==> src/rtl/ncopr_defs.svh <==
// Offsets, field positions, reset values and counts of the oscillator register slice
`ifndef NCOPR_DEFS_SVH
`define NCOPR_DEFS_SVH

// ----------------------------------------------------------------
// Register indices (byte address is four times the index)
// ----------------------------------------------------------------
`define NCOPR_IDX_NCO2_PHASE_OFFSET    10'h344
`define NCOPR_IDX_NCO3_PHASE_OFFSET    10'h346
`define NCOPR_IDX_AMP0      10'h378
`define NCOPR_IDX_AMP1      10'h37a
`define NCOPR_IDX_AMP2      10'h37c
`define NCOPR_IDX_AMP3      10'h37e
`define NCOPR_IDX_FREQ0     10'h380
`define NCOPR_IDX_FREQ1     10'h388
`define NCOPR_IDX_CTRL      10'h3c0
`define NCOPR_IDX_STATUS    10'h3c1

// Byte address of an index, and of the upper word of a 64-bit register
`define NCOPR_ADDR(i)       ({(i), 2'b00})
`define NCOPR_ADDR_HI(i)    ({((i) + 10'h001), 2'b00})

// ----------------------------------------------------------------
// Control register fields
// ----------------------------------------------------------------
`define NCOPR_CTRL_DP_BIT   0
`define NCOPR_CTRL_FR_BIT   1
`define NCOPR_CTRL_SYN_BIT  2
`define NCOPR_CTRL_SEL_LSB  4
`define NCOPR_CTRL_SEL_MSB  5

// ----------------------------------------------------------------
// Reset values and sizes
// ----------------------------------------------------------------
`define NCOPR_PHASE_RESET   16'h0000
`define NCOPR_CTRL_RESET    5'h00
`define NCOPR_FREQ_RESET    64'h0000_0000_0000_0000
`define NCOPR_PHASE_W       16
`define NCOPR_ACC_W         32
`define NCOPR_FREQ_W        64
`define NCOPR_AMP_W         16
`define NCOPR_NUM_SYNC      4
`define NCOPR_ADDR_W        12

`endif

==> src/rtl/ncopr_pkg.sv <==
// Types shared by the oscillator register slice
package ncopr_pkg;

	// Live control bits driven to the datapath
	typedef struct packed {
		logic [1:0] trig_sel;
		logic       synth_en;
		logic       fast_reconfig_enable;
		logic       datapath_enable;
	} ncopr_ctrl_t;

	// What one phase slot shows: stored value, pending flag, phase out
	typedef struct packed {
		logic [15:0] offset;
		logic        pending;
		logic [31:0] phase;
	} ncopr_phase_t;

endpackage

==> src/rtl/ncopr_regs.sv <==
// APB register slice: oscillator phase offsets and live readbacks
`timescale 1ns/1ns
`default_nettype none
`include "ncopr_defs.svh"

// How it works
// phase offset writable while running, reset to zero
// offset left justified, added to accumulator
// one step is a 2^-16 turn
// new offset waits for selected sync event
// offset changes apply at once with datapath idle
// fast reconfiguration overrides stored phase offsets
// four amplitude readbacks, signed 16-bit
// amplitude readback valid only in synthesis
// amplitude sampled at each read, unlatched
// 64-bit frequency readback for oscillators 0, 1
// frequency sampled at each read, unlatched
// frequency readback shows applied value only
module ncopr_regs #(
	parameter int NUM_SYNC = `NCOPR_NUM_SYNC,
	parameter int ADDR_W   = `NCOPR_ADDR_W
) (
	// Clock and reset
	input  wire logic                      pclk,
	input  wire logic                      presetn,
	// APB slave
	input  wire logic                      psel,
	input  wire logic                      penable,
	input  wire logic                      pwrite,
	input  wire logic [ADDR_W-1:0]         paddr,
	input  wire logic [31:0]               pwdata,
	output var  logic [31:0]               prdata,
	output var  logic                      pready,
	output var  logic                      pslverr,
	// Sync event sources
	input  wire logic [NUM_SYNC-1:0]       osc_update_sync,
	// Datapath inputs
	input  wire logic [1:0][31:0]          osc_accumulator,
	input  wire logic [1:0][31:0]          fr_phase,
	input  wire logic [3:0][15:0]          synth_amplitude,
	input  wire logic [1:0][63:0]          osc_frequency_setting,
	// Datapath outputs
	output var  ncopr_pkg::ncopr_ctrl_t    ctrl,
	output var  logic [1:0][31:0]          osc_phase,
	output var  logic [1:0][63:0]          osc_active_frequency
);
	import ncopr_pkg::*;

	// ----------------------------------------------------------------
	// Declarations
	// ----------------------------------------------------------------
	ncopr_ctrl_t      next_ctrl;
	ncopr_phase_t     slot [2];
	logic [1:0]       phase_wr;
	logic             apply;
	logic             sync_hit;
	logic             wr_access;
	logic             setup_phase;
	logic             hit;
	logic [31:0]      rd_word;
	logic [31:0]      next_prdata;
	logic             next_err;
	logic [1:0][63:0] next_freq;
	logic [1:0]       freq_pending;
	logic [3:0][15:0] amp_view;

	// ----------------------------------------------------------------
	// Sync selection
	// ----------------------------------------------------------------
	// While the datapath runs, only the selected source commits pending words
	assign sync_hit = osc_update_sync[ctrl.trig_sel];
	// With the datapath idle nothing runs, so updates commit at once (frequencies only with fast_reconfig_enable clear);
	// running updates are left to the sync event
	assign apply = sync_hit | ~ctrl.datapath_enable;

	// ----------------------------------------------------------------
	// APB phases
	// ----------------------------------------------------------------
	// Zero wait states; data is captured in setup, shown in access
	assign setup_phase = psel & ~penable;
	assign wr_access   = psel & penable & pwrite;
	assign pready      = psel & penable;

	// Phase word write strobes, one per slot
	always_comb begin
		phase_wr[0] = wr_access &&
			(paddr == `NCOPR_ADDR(`NCOPR_IDX_NCO2_PHASE_OFFSET));
		phase_wr[1] = wr_access &&
			(paddr == `NCOPR_ADDR(`NCOPR_IDX_NCO3_PHASE_OFFSET));
	end

	// ----------------------------------------------------------------
	// Phase offset slots for oscillators two and three
	// ----------------------------------------------------------------
	for (genvar g = 0; g < 2; g++) begin : g_slot
		ncopr_phase_slot #(
			.PH_W  (`NCOPR_PHASE_W),
			.ACC_W (`NCOPR_ACC_W)
		) u_slot (
			.pclk     (pclk),
			.presetn  (presetn),
			.wr_stb   (phase_wr[g]),
			.wr_data  (pwdata[15:0]),
			.apply    (apply),
			.fast_reconfig_enable    (ctrl.fast_reconfig_enable),
			.acc      (osc_accumulator[g]),
			.fr_phase (fr_phase[g]),
			.offset   (slot[g].offset),
			.pending  (slot[g].pending),
			.phase    (slot[g].phase)
		);
		assign osc_phase[g] = slot[g].phase;
	end

	// ----------------------------------------------------------------
	// Active frequency words for oscillators zero and one
	// ----------------------------------------------------------------
	// Only a commit moves the setting into use, so readback never
	// shows a word that was written but not yet applied
	always_comb begin
		for (int i = 0; i < 2; i++) begin
			freq_pending[i] =
				osc_frequency_setting[i] != osc_active_frequency[i];
			next_freq[i] = osc_active_frequency[i];
			if (apply && !ctrl.fast_reconfig_enable) begin
				next_freq[i] = osc_frequency_setting[i];
			end
		end
	end

	always_ff @(posedge pclk or negedge presetn) begin
		if (!presetn) begin
			osc_active_frequency <= {2{`NCOPR_FREQ_RESET}};
		end else begin
			osc_active_frequency <= next_freq;
		end
	end

	// ----------------------------------------------------------------
	// Control register
	// ----------------------------------------------------------------
	always_comb begin
		next_ctrl = ctrl;
		if (wr_access && paddr == `NCOPR_ADDR(`NCOPR_IDX_CTRL)) begin
			next_ctrl.datapath_enable    = pwdata[`NCOPR_CTRL_DP_BIT];
			next_ctrl.fast_reconfig_enable    = pwdata[`NCOPR_CTRL_FR_BIT];
			next_ctrl.synth_en = pwdata[`NCOPR_CTRL_SYN_BIT];
			next_ctrl.trig_sel =
				pwdata[`NCOPR_CTRL_SEL_MSB:`NCOPR_CTRL_SEL_LSB];
		end
	end

	always_ff @(posedge pclk or negedge presetn) begin
		if (!presetn) begin
			ctrl <= `NCOPR_CTRL_RESET;
		end else begin
			ctrl <= next_ctrl;
		end
	end

	// ----------------------------------------------------------------
	// Amplitude view
	// ----------------------------------------------------------------
	// Outside synthesis the value is meaningless; zero is returned so
	// software sees something stable rather than stale data
	always_comb begin
		for (int i = 0; i < 4; i++) begin
			amp_view[i] = ctrl.synth_en ? synth_amplitude[i] : 16'h0000;
		end
	end

	// ----------------------------------------------------------------
	// Read decode
	// ----------------------------------------------------------------
	// Each read takes the live value of its word; nothing is latched
	// across words, so a 64-bit word read in two halves can tear
	always_comb begin
		rd_word = 32'h0000_0000;
		hit     = 1'b1;
		unique case (paddr)
			`NCOPR_ADDR(`NCOPR_IDX_NCO2_PHASE_OFFSET):
				rd_word = {16'h0000, slot[0].offset};
			`NCOPR_ADDR(`NCOPR_IDX_NCO3_PHASE_OFFSET):
				rd_word = {16'h0000, slot[1].offset};
			`NCOPR_ADDR(`NCOPR_IDX_AMP0):
				rd_word = {16'h0000, amp_view[0]};
			`NCOPR_ADDR(`NCOPR_IDX_AMP1):
				rd_word = {16'h0000, amp_view[1]};
			`NCOPR_ADDR(`NCOPR_IDX_AMP2):
				rd_word = {16'h0000, amp_view[2]};
			`NCOPR_ADDR(`NCOPR_IDX_AMP3):
				rd_word = {16'h0000, amp_view[3]};
			`NCOPR_ADDR(`NCOPR_IDX_FREQ0):
				rd_word = osc_active_frequency[0][31:0];
			`NCOPR_ADDR_HI(`NCOPR_IDX_FREQ0):
				rd_word = osc_active_frequency[0][63:32];
			`NCOPR_ADDR(`NCOPR_IDX_FREQ1):
				rd_word = osc_active_frequency[1][31:0];
			`NCOPR_ADDR_HI(`NCOPR_IDX_FREQ1):
				rd_word = osc_active_frequency[1][63:32];
			`NCOPR_ADDR(`NCOPR_IDX_CTRL):
				rd_word = {26'h0000000, ctrl.trig_sel, 1'b0,
					ctrl.synth_en, ctrl.fast_reconfig_enable, ctrl.datapath_enable};
			`NCOPR_ADDR(`NCOPR_IDX_STATUS):
				rd_word = {28'h0000000, freq_pending,
					slot[1].pending, slot[0].pending};
			default:
				hit = 1'b0;
		endcase
	end

	// ----------------------------------------------------------------
	// Read data and error, captured in the setup cycle
	// ----------------------------------------------------------------
	always_comb begin
		next_prdata = prdata;
		next_err    = pslverr;
		if (setup_phase) begin
			next_prdata = pwrite ? 32'h0000_0000 : rd_word;
			next_err    = ~hit;
		end
	end

	always_ff @(posedge pclk or negedge presetn) begin
		if (!presetn) begin
			prdata  <= 32'h0000_0000;
			pslverr <= 1'b0;
		end else begin
			prdata  <= next_prdata;
			pslverr <= next_err;
		end
	end

endmodule
`default_nettype wire

==> src/rtl/ncopr_phase_slot.sv <==
// One oscillator phase-offset slot: pending word, apply on sync, late add
`timescale 1ns/1ns
`default_nettype none
`include "ncopr_defs.svh"

module ncopr_phase_slot #(
	parameter int PH_W  = `NCOPR_PHASE_W,
	parameter int ACC_W = `NCOPR_ACC_W
) (
	// Clock and reset
	input  wire logic             pclk,
	input  wire logic             presetn,
	// Register side
	input  wire logic             wr_stb,
	input  wire logic [PH_W-1:0]  wr_data,
	input  wire logic             apply,
	input  wire logic             fast_reconfig_enable,
	// Datapath side
	input  wire logic [ACC_W-1:0] acc,
	input  wire logic [ACC_W-1:0] fr_phase,
	output var  logic [PH_W-1:0]  offset,
	output var  logic             pending,
	output var  logic [ACC_W-1:0] phase
);

	logic [PH_W-1:0]  active;
	logic [PH_W-1:0]  next_offset;
	logic [PH_W-1:0]  next_active;
	logic             next_pending;
	logic [ACC_W-1:0] next_phase;

	// ----------------------------------------------------------------
	// Next state
	// ----------------------------------------------------------------
	always_comb begin
		next_offset  = wr_stb ? wr_data : offset;
		next_active  = active;
		next_pending = pending;
		// Stored word waits for the chosen sync event
		if (apply && pending) begin
			next_active  = offset;
			next_pending = 1'b0;
		end
		// A write in the apply cycle stays pending: set beats clear
		if (wr_stb) begin
			next_pending = 1'b1;
		end
		// Left justified, zero filled, added after the accumulator
		// Modulo add, so signed and unsigned readings agree
		next_phase = acc + {active, {(ACC_W-PH_W){1'b0}}};
		// Fast reconfiguration supplies phase, stored word unused
		if (fast_reconfig_enable) begin
			next_phase = fr_phase;
		end
	end

	// ----------------------------------------------------------------
	// Registers
	// ----------------------------------------------------------------
	always_ff @(posedge pclk or negedge presetn) begin
		if (!presetn) begin
			offset  <= `NCOPR_PHASE_RESET;
			active  <= `NCOPR_PHASE_RESET;
			pending <= 1'b0;
			phase   <= '0;
		end else begin
			offset  <= next_offset;
			active  <= next_active;
			pending <= next_pending;
			phase   <= next_phase;
		end
	end

endmodule
`default_nettype wire

==> config.mk <==
export PLATFORM = sky130hd
export DESIGN_NAME = ncopr_regs
export DESIGN_NICKNAME = d
export VERILOG_FILES = /design/src/rtl/ncopr_pkg.sv /design/src/rtl/ncopr_regs.sv /design/src/rtl/ncopr_phase_slot.sv
export VERILOG_INCLUDE_DIRS = /design/src /design/src/rtl
export SDC_FILE = /design/constraint.sdc
export NUM_CORES = 1
export LEC_CHECK = 0
export BUFFER_PORTS_ARGS = -buffer_cell sky130_fd_sc_hd__buf_2
export CAP_MARGIN = 20
export CORE_AREA = 3 3 235 237
export CTS_BUF_LIST = sky130_fd_sc_hd__clkbuf_8
export DETAILED_ROUTE_END_ITERATION = 6
export DIE_AREA = 0 0 238 240
export GPL_TIMING_DRIVEN = 1
export MAX_ROUTING_LAYER = met4
export SETUP_SLACK_MARGIN = 0.5
export SYNTH_ARGS = -nofsm -noshare
export SYNTH_HDL_FRONTEND = slang
export SYNTH_SLANG_ARGS = --single-unit
export TNS_END_PERCENT = 1
==> constraint.sdc <==
create_clock -name pclk -period 2.5 [get_ports pclk]
set_input_delay 0.125 -clock pclk [delete_from_list [all_inputs] [get_ports pclk]]
set_output_delay 0.125 -clock pclk [all_outputs]
set_load 0.1 [all_outputs]
==> results.md <==
- The path with the worst hold slack has its endpoint at g_slot[1].u_slot.phase[19]$_DFF_PN0_.
- The critical path's most frequent cell is sky130_fd_sc_hd__o31a_1.
- The instance count along the most critical hold path is 5.
- For the pin with the worst max-slew slack, the measured transition is around 0.67 ns.
- STA puts the critical path data arrival time at 2.94 ns.
- The post-synthesis instance area is approximately 0.016 mm2.
- Once detail routing completed, the nets flagged for antenna violations numbered 0.
- The count of unique library cells instantiated by Yosys is 68.
- Across the whole layout, storage elements account for around 0.0074 mm2.
- After clock tree synthesis, the clock-pin slew on the worst setup and hold paths is around 0.06 ns.
- The mean post-synth cell area is ~12 um2.
- The critical path endpoint category is a register.
- The starting utilization of the core area is 29.5%.
- The clock passes through at most 3 buffers.
- The via count is 14800.
- The final setup skew is 0.0225 ns.
- In the final timing run, aggregate negative setup slack is 0 ns.
- TritonCTS built the clock tree.
- Entering global routing, the biggest net connects 73 pins.
- The die area is 0.0571 mm2.
- The root buffer cell is sky130_fd_sc_hd__clkbuf_8.
- The core occupancy in the finished layout is between 40% and 50%.
- After synthesis, the most frequently instantiated cells are 296 x sky130_fd_sc_hd__dfrtp_1, 256 x sky130_fd_sc_hd__mux2_2, 140 x sky130_fd_sc_hd__xnor2_1.
- The prevailing post-synth register cell is sky130_fd_sc_hd__dfrtp_1.
- The height of the die is 240 um.
- The category of the worst setup path launch point is a register.
- The sum of routed wire length over all layers is 69200 um.
- The tightest slew margin relative to the limit is between 50% and 60%.
- The number of antenna violations at the first check in global routing is 11.
- After floorplanning, the core was divided into 85 placement rows.
- The end of the worst register-to-register path is g_slot[1].u_slot.phase[28]$_DFF_PN0_.
- The fill cell instance count of the final layout is approximately 4900.
- In the synthesized netlist, the number of instances is 1304.
- The critical-path cell with the highest stage delay is sky130_fd_sc_hd__dfrtp_1.
- After global routing the overflow that remains totals 0.
- The clock insertion delay at the later pin of the skew report is 0.64 ns.
- The total power draw is 0.0128 W.
- The Yosys warning count is 0.
- The max capacitance violation total is 0.
- Setup repair after global routing could not meet its margin everywhere.
- The congestion estimate from routability-driven global placement came to 0.941.
- The total nets after synthesis is 1709.
- In the final layout, the multi-input gates occupy roughly 0.0087 mm2.
- The flow ran to the end, and the final reports show no timing, DRC or antenna violations.
- Counting the buffers created by CTS gives 54.
- The length in cells of the worst reg-to-reg path is 10.
- In this run the tool buffered the top-level ports with ~600 buffer cells.
- The total area inside the core boundary comes to 0.0535 mm2.
- Ranked by total cell area, the synthesized netlist is headed by sky130_fd_sc_hd__dfrtp_1 47%, sky130_fd_sc_hd__mux2_2 18%, sky130_fd_sc_hd__xnor2_1 7.8%.
- The number of global-route vias before repair is roughly 16000.
- For the worst setup path, the data required time is 3.01 ns.
- The final layout contains 2612 nets.
- For flop-to-flop paths, the worst setup slack is 0.07 ns.
- After synthesis, flip-flops and latches occupy 47.0% of the total area.
- After layout, the worst path uses 97.1% of the clock period.
- The peak per-stage delay on the critical path is 0.40 ns.
- The post-synthesis to final-layout area growth is 55.1%.
- The startpoint of the most critical hold path is osc_accumulator[50].
- Derived from the worst setup path, the maximum achievable clock frequency is 0.412 GHz.
- Measured along the x axis, the die boundary spans 238 um.
- Before antenna repair, the detailed router went through 5 iterations.
- The final count of hold timing violations is 0.
- The ratio of routed vias to standard cells is 5.01.
- The clock net in this run drives a total of roughly 300 sinks.
- After synthesis, the largest area contributor takes up 47.0% of total cell area.
- The most frequent cell after synthesis is sky130_fd_sc_hd__dfrtp_1.
- The average detailed-routed wire length per instance is 23.4 um.
- The critical path class is reg2reg.
- Yosys mapped a number of flops with a built-in enable equal to 0.
- The H-tree was split into 2 levels.
- The origin of the critical flop-to-flop path is g_slot[1].u_slot.active[0]$_DFFE_PN0P_.
- sky130_fd_sc_hd__dfrtp_1 takes more of the synthesized area than any other cell.
- The max-slew violation count came to 0.
- For this design the top-level I/O count stands at ~600.
- The signal on the critical path passes through ha_4 > inv_2 > fa_2 > nor2b_2 > o31a_1 > o221a_4 > o31a_1 > buf_4 > o21ai_1 > or3b_1.
- In this run, synthesis produced a sequential element count of 296.
- After detailed routing, the number of remaining DRC violations is 0.
- The layout cell share with drive strength beyond 1 is 46.6%.
- The number of endpoints failing setup at the final stage is 0.
- For the finished layout, the period the worst path requires is ~2.4 ns.
- Along the worst path, the maximum fanout reaches 3.
- The leakage power is between 10 and 15 nW.
- The HPWL after detailed placement is 51500 um.
- The total global-route track usage is a little under a quarter.
- The starting DRC count in detailed routing is 833.
- Power spread over the standard cell area amounts to 525 mW/mm2.
- The worst min-delay path class is in2reg.
- The first-pass GRT wire length is 98100 um.
- The proportion of register bits with asynchronous set or reset after synthesis is 100%.
- IR analysis of the VDD net gives a maximum drop of 481 uV.
-- per-layer routing --
layer,share of wire [%],wire length (um),track usage [%],vias to the layer above
met5,0,0,-,-
li1,-,-,-,6614
met4,4.9,3370,11.3,0
met3,5.8,3980,5.06,181
met1,41,28100,28.3,7394
met2,49,33700,38.5,625
-- power breakdown --
part	total (W)	leakage (nW)	internal (W)	switching, W
sequential	0.00515	3.68	0.00495	0.000192
clock	0.00453	0.633	0.00236	0.00218
combinational	0.00317	7.16	0.00109	0.00208
total	0.0128	11.5	0.00840	0.00444
-- metrics by stage --
step / std cells / hold WS [ns] / setup WS [ns] / area, um2
detailed placement: 2581 / 0.181 / 0.0198 / 19900
CTS: 2944 / 0.00514 / 0.00190 / 23600
floorplan: 1304 / -0.171 / 0.200 / 15800
global route: 2958 / 0.0283 / 0.0193 / 24500
finish: 2959 / 0.0657 / 0.0734 / 24500
global placement: 2581 / 0.174 / 0.0472 / 19900
-- worst max-delay path by stage --
stage                                                 startpoint  slack [ns]                                   end  cells past startpoint
after floorplan           g_slot[1].u_slot.active[0]$_DFFE_PN0P_        0.20  g_slot[1].u_slot.phase[30]$_DFF_PN0_                      9
after global placement    g_slot[1].u_slot.active[0]$_DFFE_PN0P_        0.05  g_slot[1].u_slot.phase[30]$_DFF_PN0_                      9
after detailed placement  g_slot[1].u_slot.active[0]$_DFFE_PN0P_        0.02  g_slot[1].u_slot.phase[30]$_DFF_PN0_                      9
after CTS                 g_slot[1].u_slot.active[0]$_DFFE_PN0P_       0.002  g_slot[1].u_slot.phase[30]$_DFF_PN0_                      9
after global routing      g_slot[1].u_slot.active[0]$_DFFE_PN0P_        0.02  g_slot[1].u_slot.phase[28]$_DFF_PN0_                     10
final                     g_slot[1].u_slot.active[0]$_DFFE_PN0P_        0.07  g_slot[1].u_slot.phase[28]$_DFF_PN0_                     10
-- state kept, by name, indices dropped and copies added (netlist names) --
name and count:
prdata 32, osc_active_frequency 128, pslverr 1, g_slot.u_slot.active 32
g_slot.u_slot.pending 2, ctrl 5, g_slot.u_slot.offset 32, g_slot.u_slot.phase 64
-- critical path: cells and delay by family, from the launching register on --
family	cells	cell delay, ns
compound gates	4	0.92
fa+ha+maj	2	0.40
buf+inv	2	0.20
flops	1	0.40
simple gates	2	0.41
-- kinds of logic (layout without fill, tap and decap cells) --
family | after synthesis | count (layout) | share of synthesized area (%)
XOR/XNOR | 148 | 148 | 8.22
AO/OA/AOI/OAI | 207 | 207 | 8.99
adder cells (fa/ha/maj) | 32 | 32 | 2.63
buffers and inverters | 78 | 1024 | 2.43
AND/OR/NAND/NOR | 245 | 245 | 8.39
multiplexers | 298 | 298 | 22.4
flip-flops | 296 | 296 | 47.0
other | 0 | 13 | 0
-- cells in the final DEF (no fill, tap or decap), drive strengths merged, types with 30 or more instances in the layout --
cell type / synthesis / final
nand4: 41 / 41
ha: 30 / 30
dlygate4sd3: 0 / 262
dfrtp: 296 / 296
xnor2: 140 / 140
mux2: 257 / 257
clkbuf: 22 / 65
nand2: 92 / 92
o21ai: 64 / 64
inv: 13 / 39
buf: 43 / 647
-- layout make-up --
class	instances	area share (%)
Sequential cell	296	30.3
Clock buffer	65	3.66
Timing Repair Buffer	912	25.8
Multi-Input combinational cell	930	35.7
Inverter	13	0.199
Clock inverter	34	0.624
Antenna cell	13	0.133
Tap cell	696	3.56
-- repair_timing --
item | in CTS | in global routing
pin swaps | 3 | 34
gates resized for setup | 1 | 205
hold buffers | 263 | 2
buffers inserted | 1 | 0
endpoints found under the hold margin | 356 | 2
setup endpoints to repair | 179 | 197
Power figures use the tool's default switching activity.
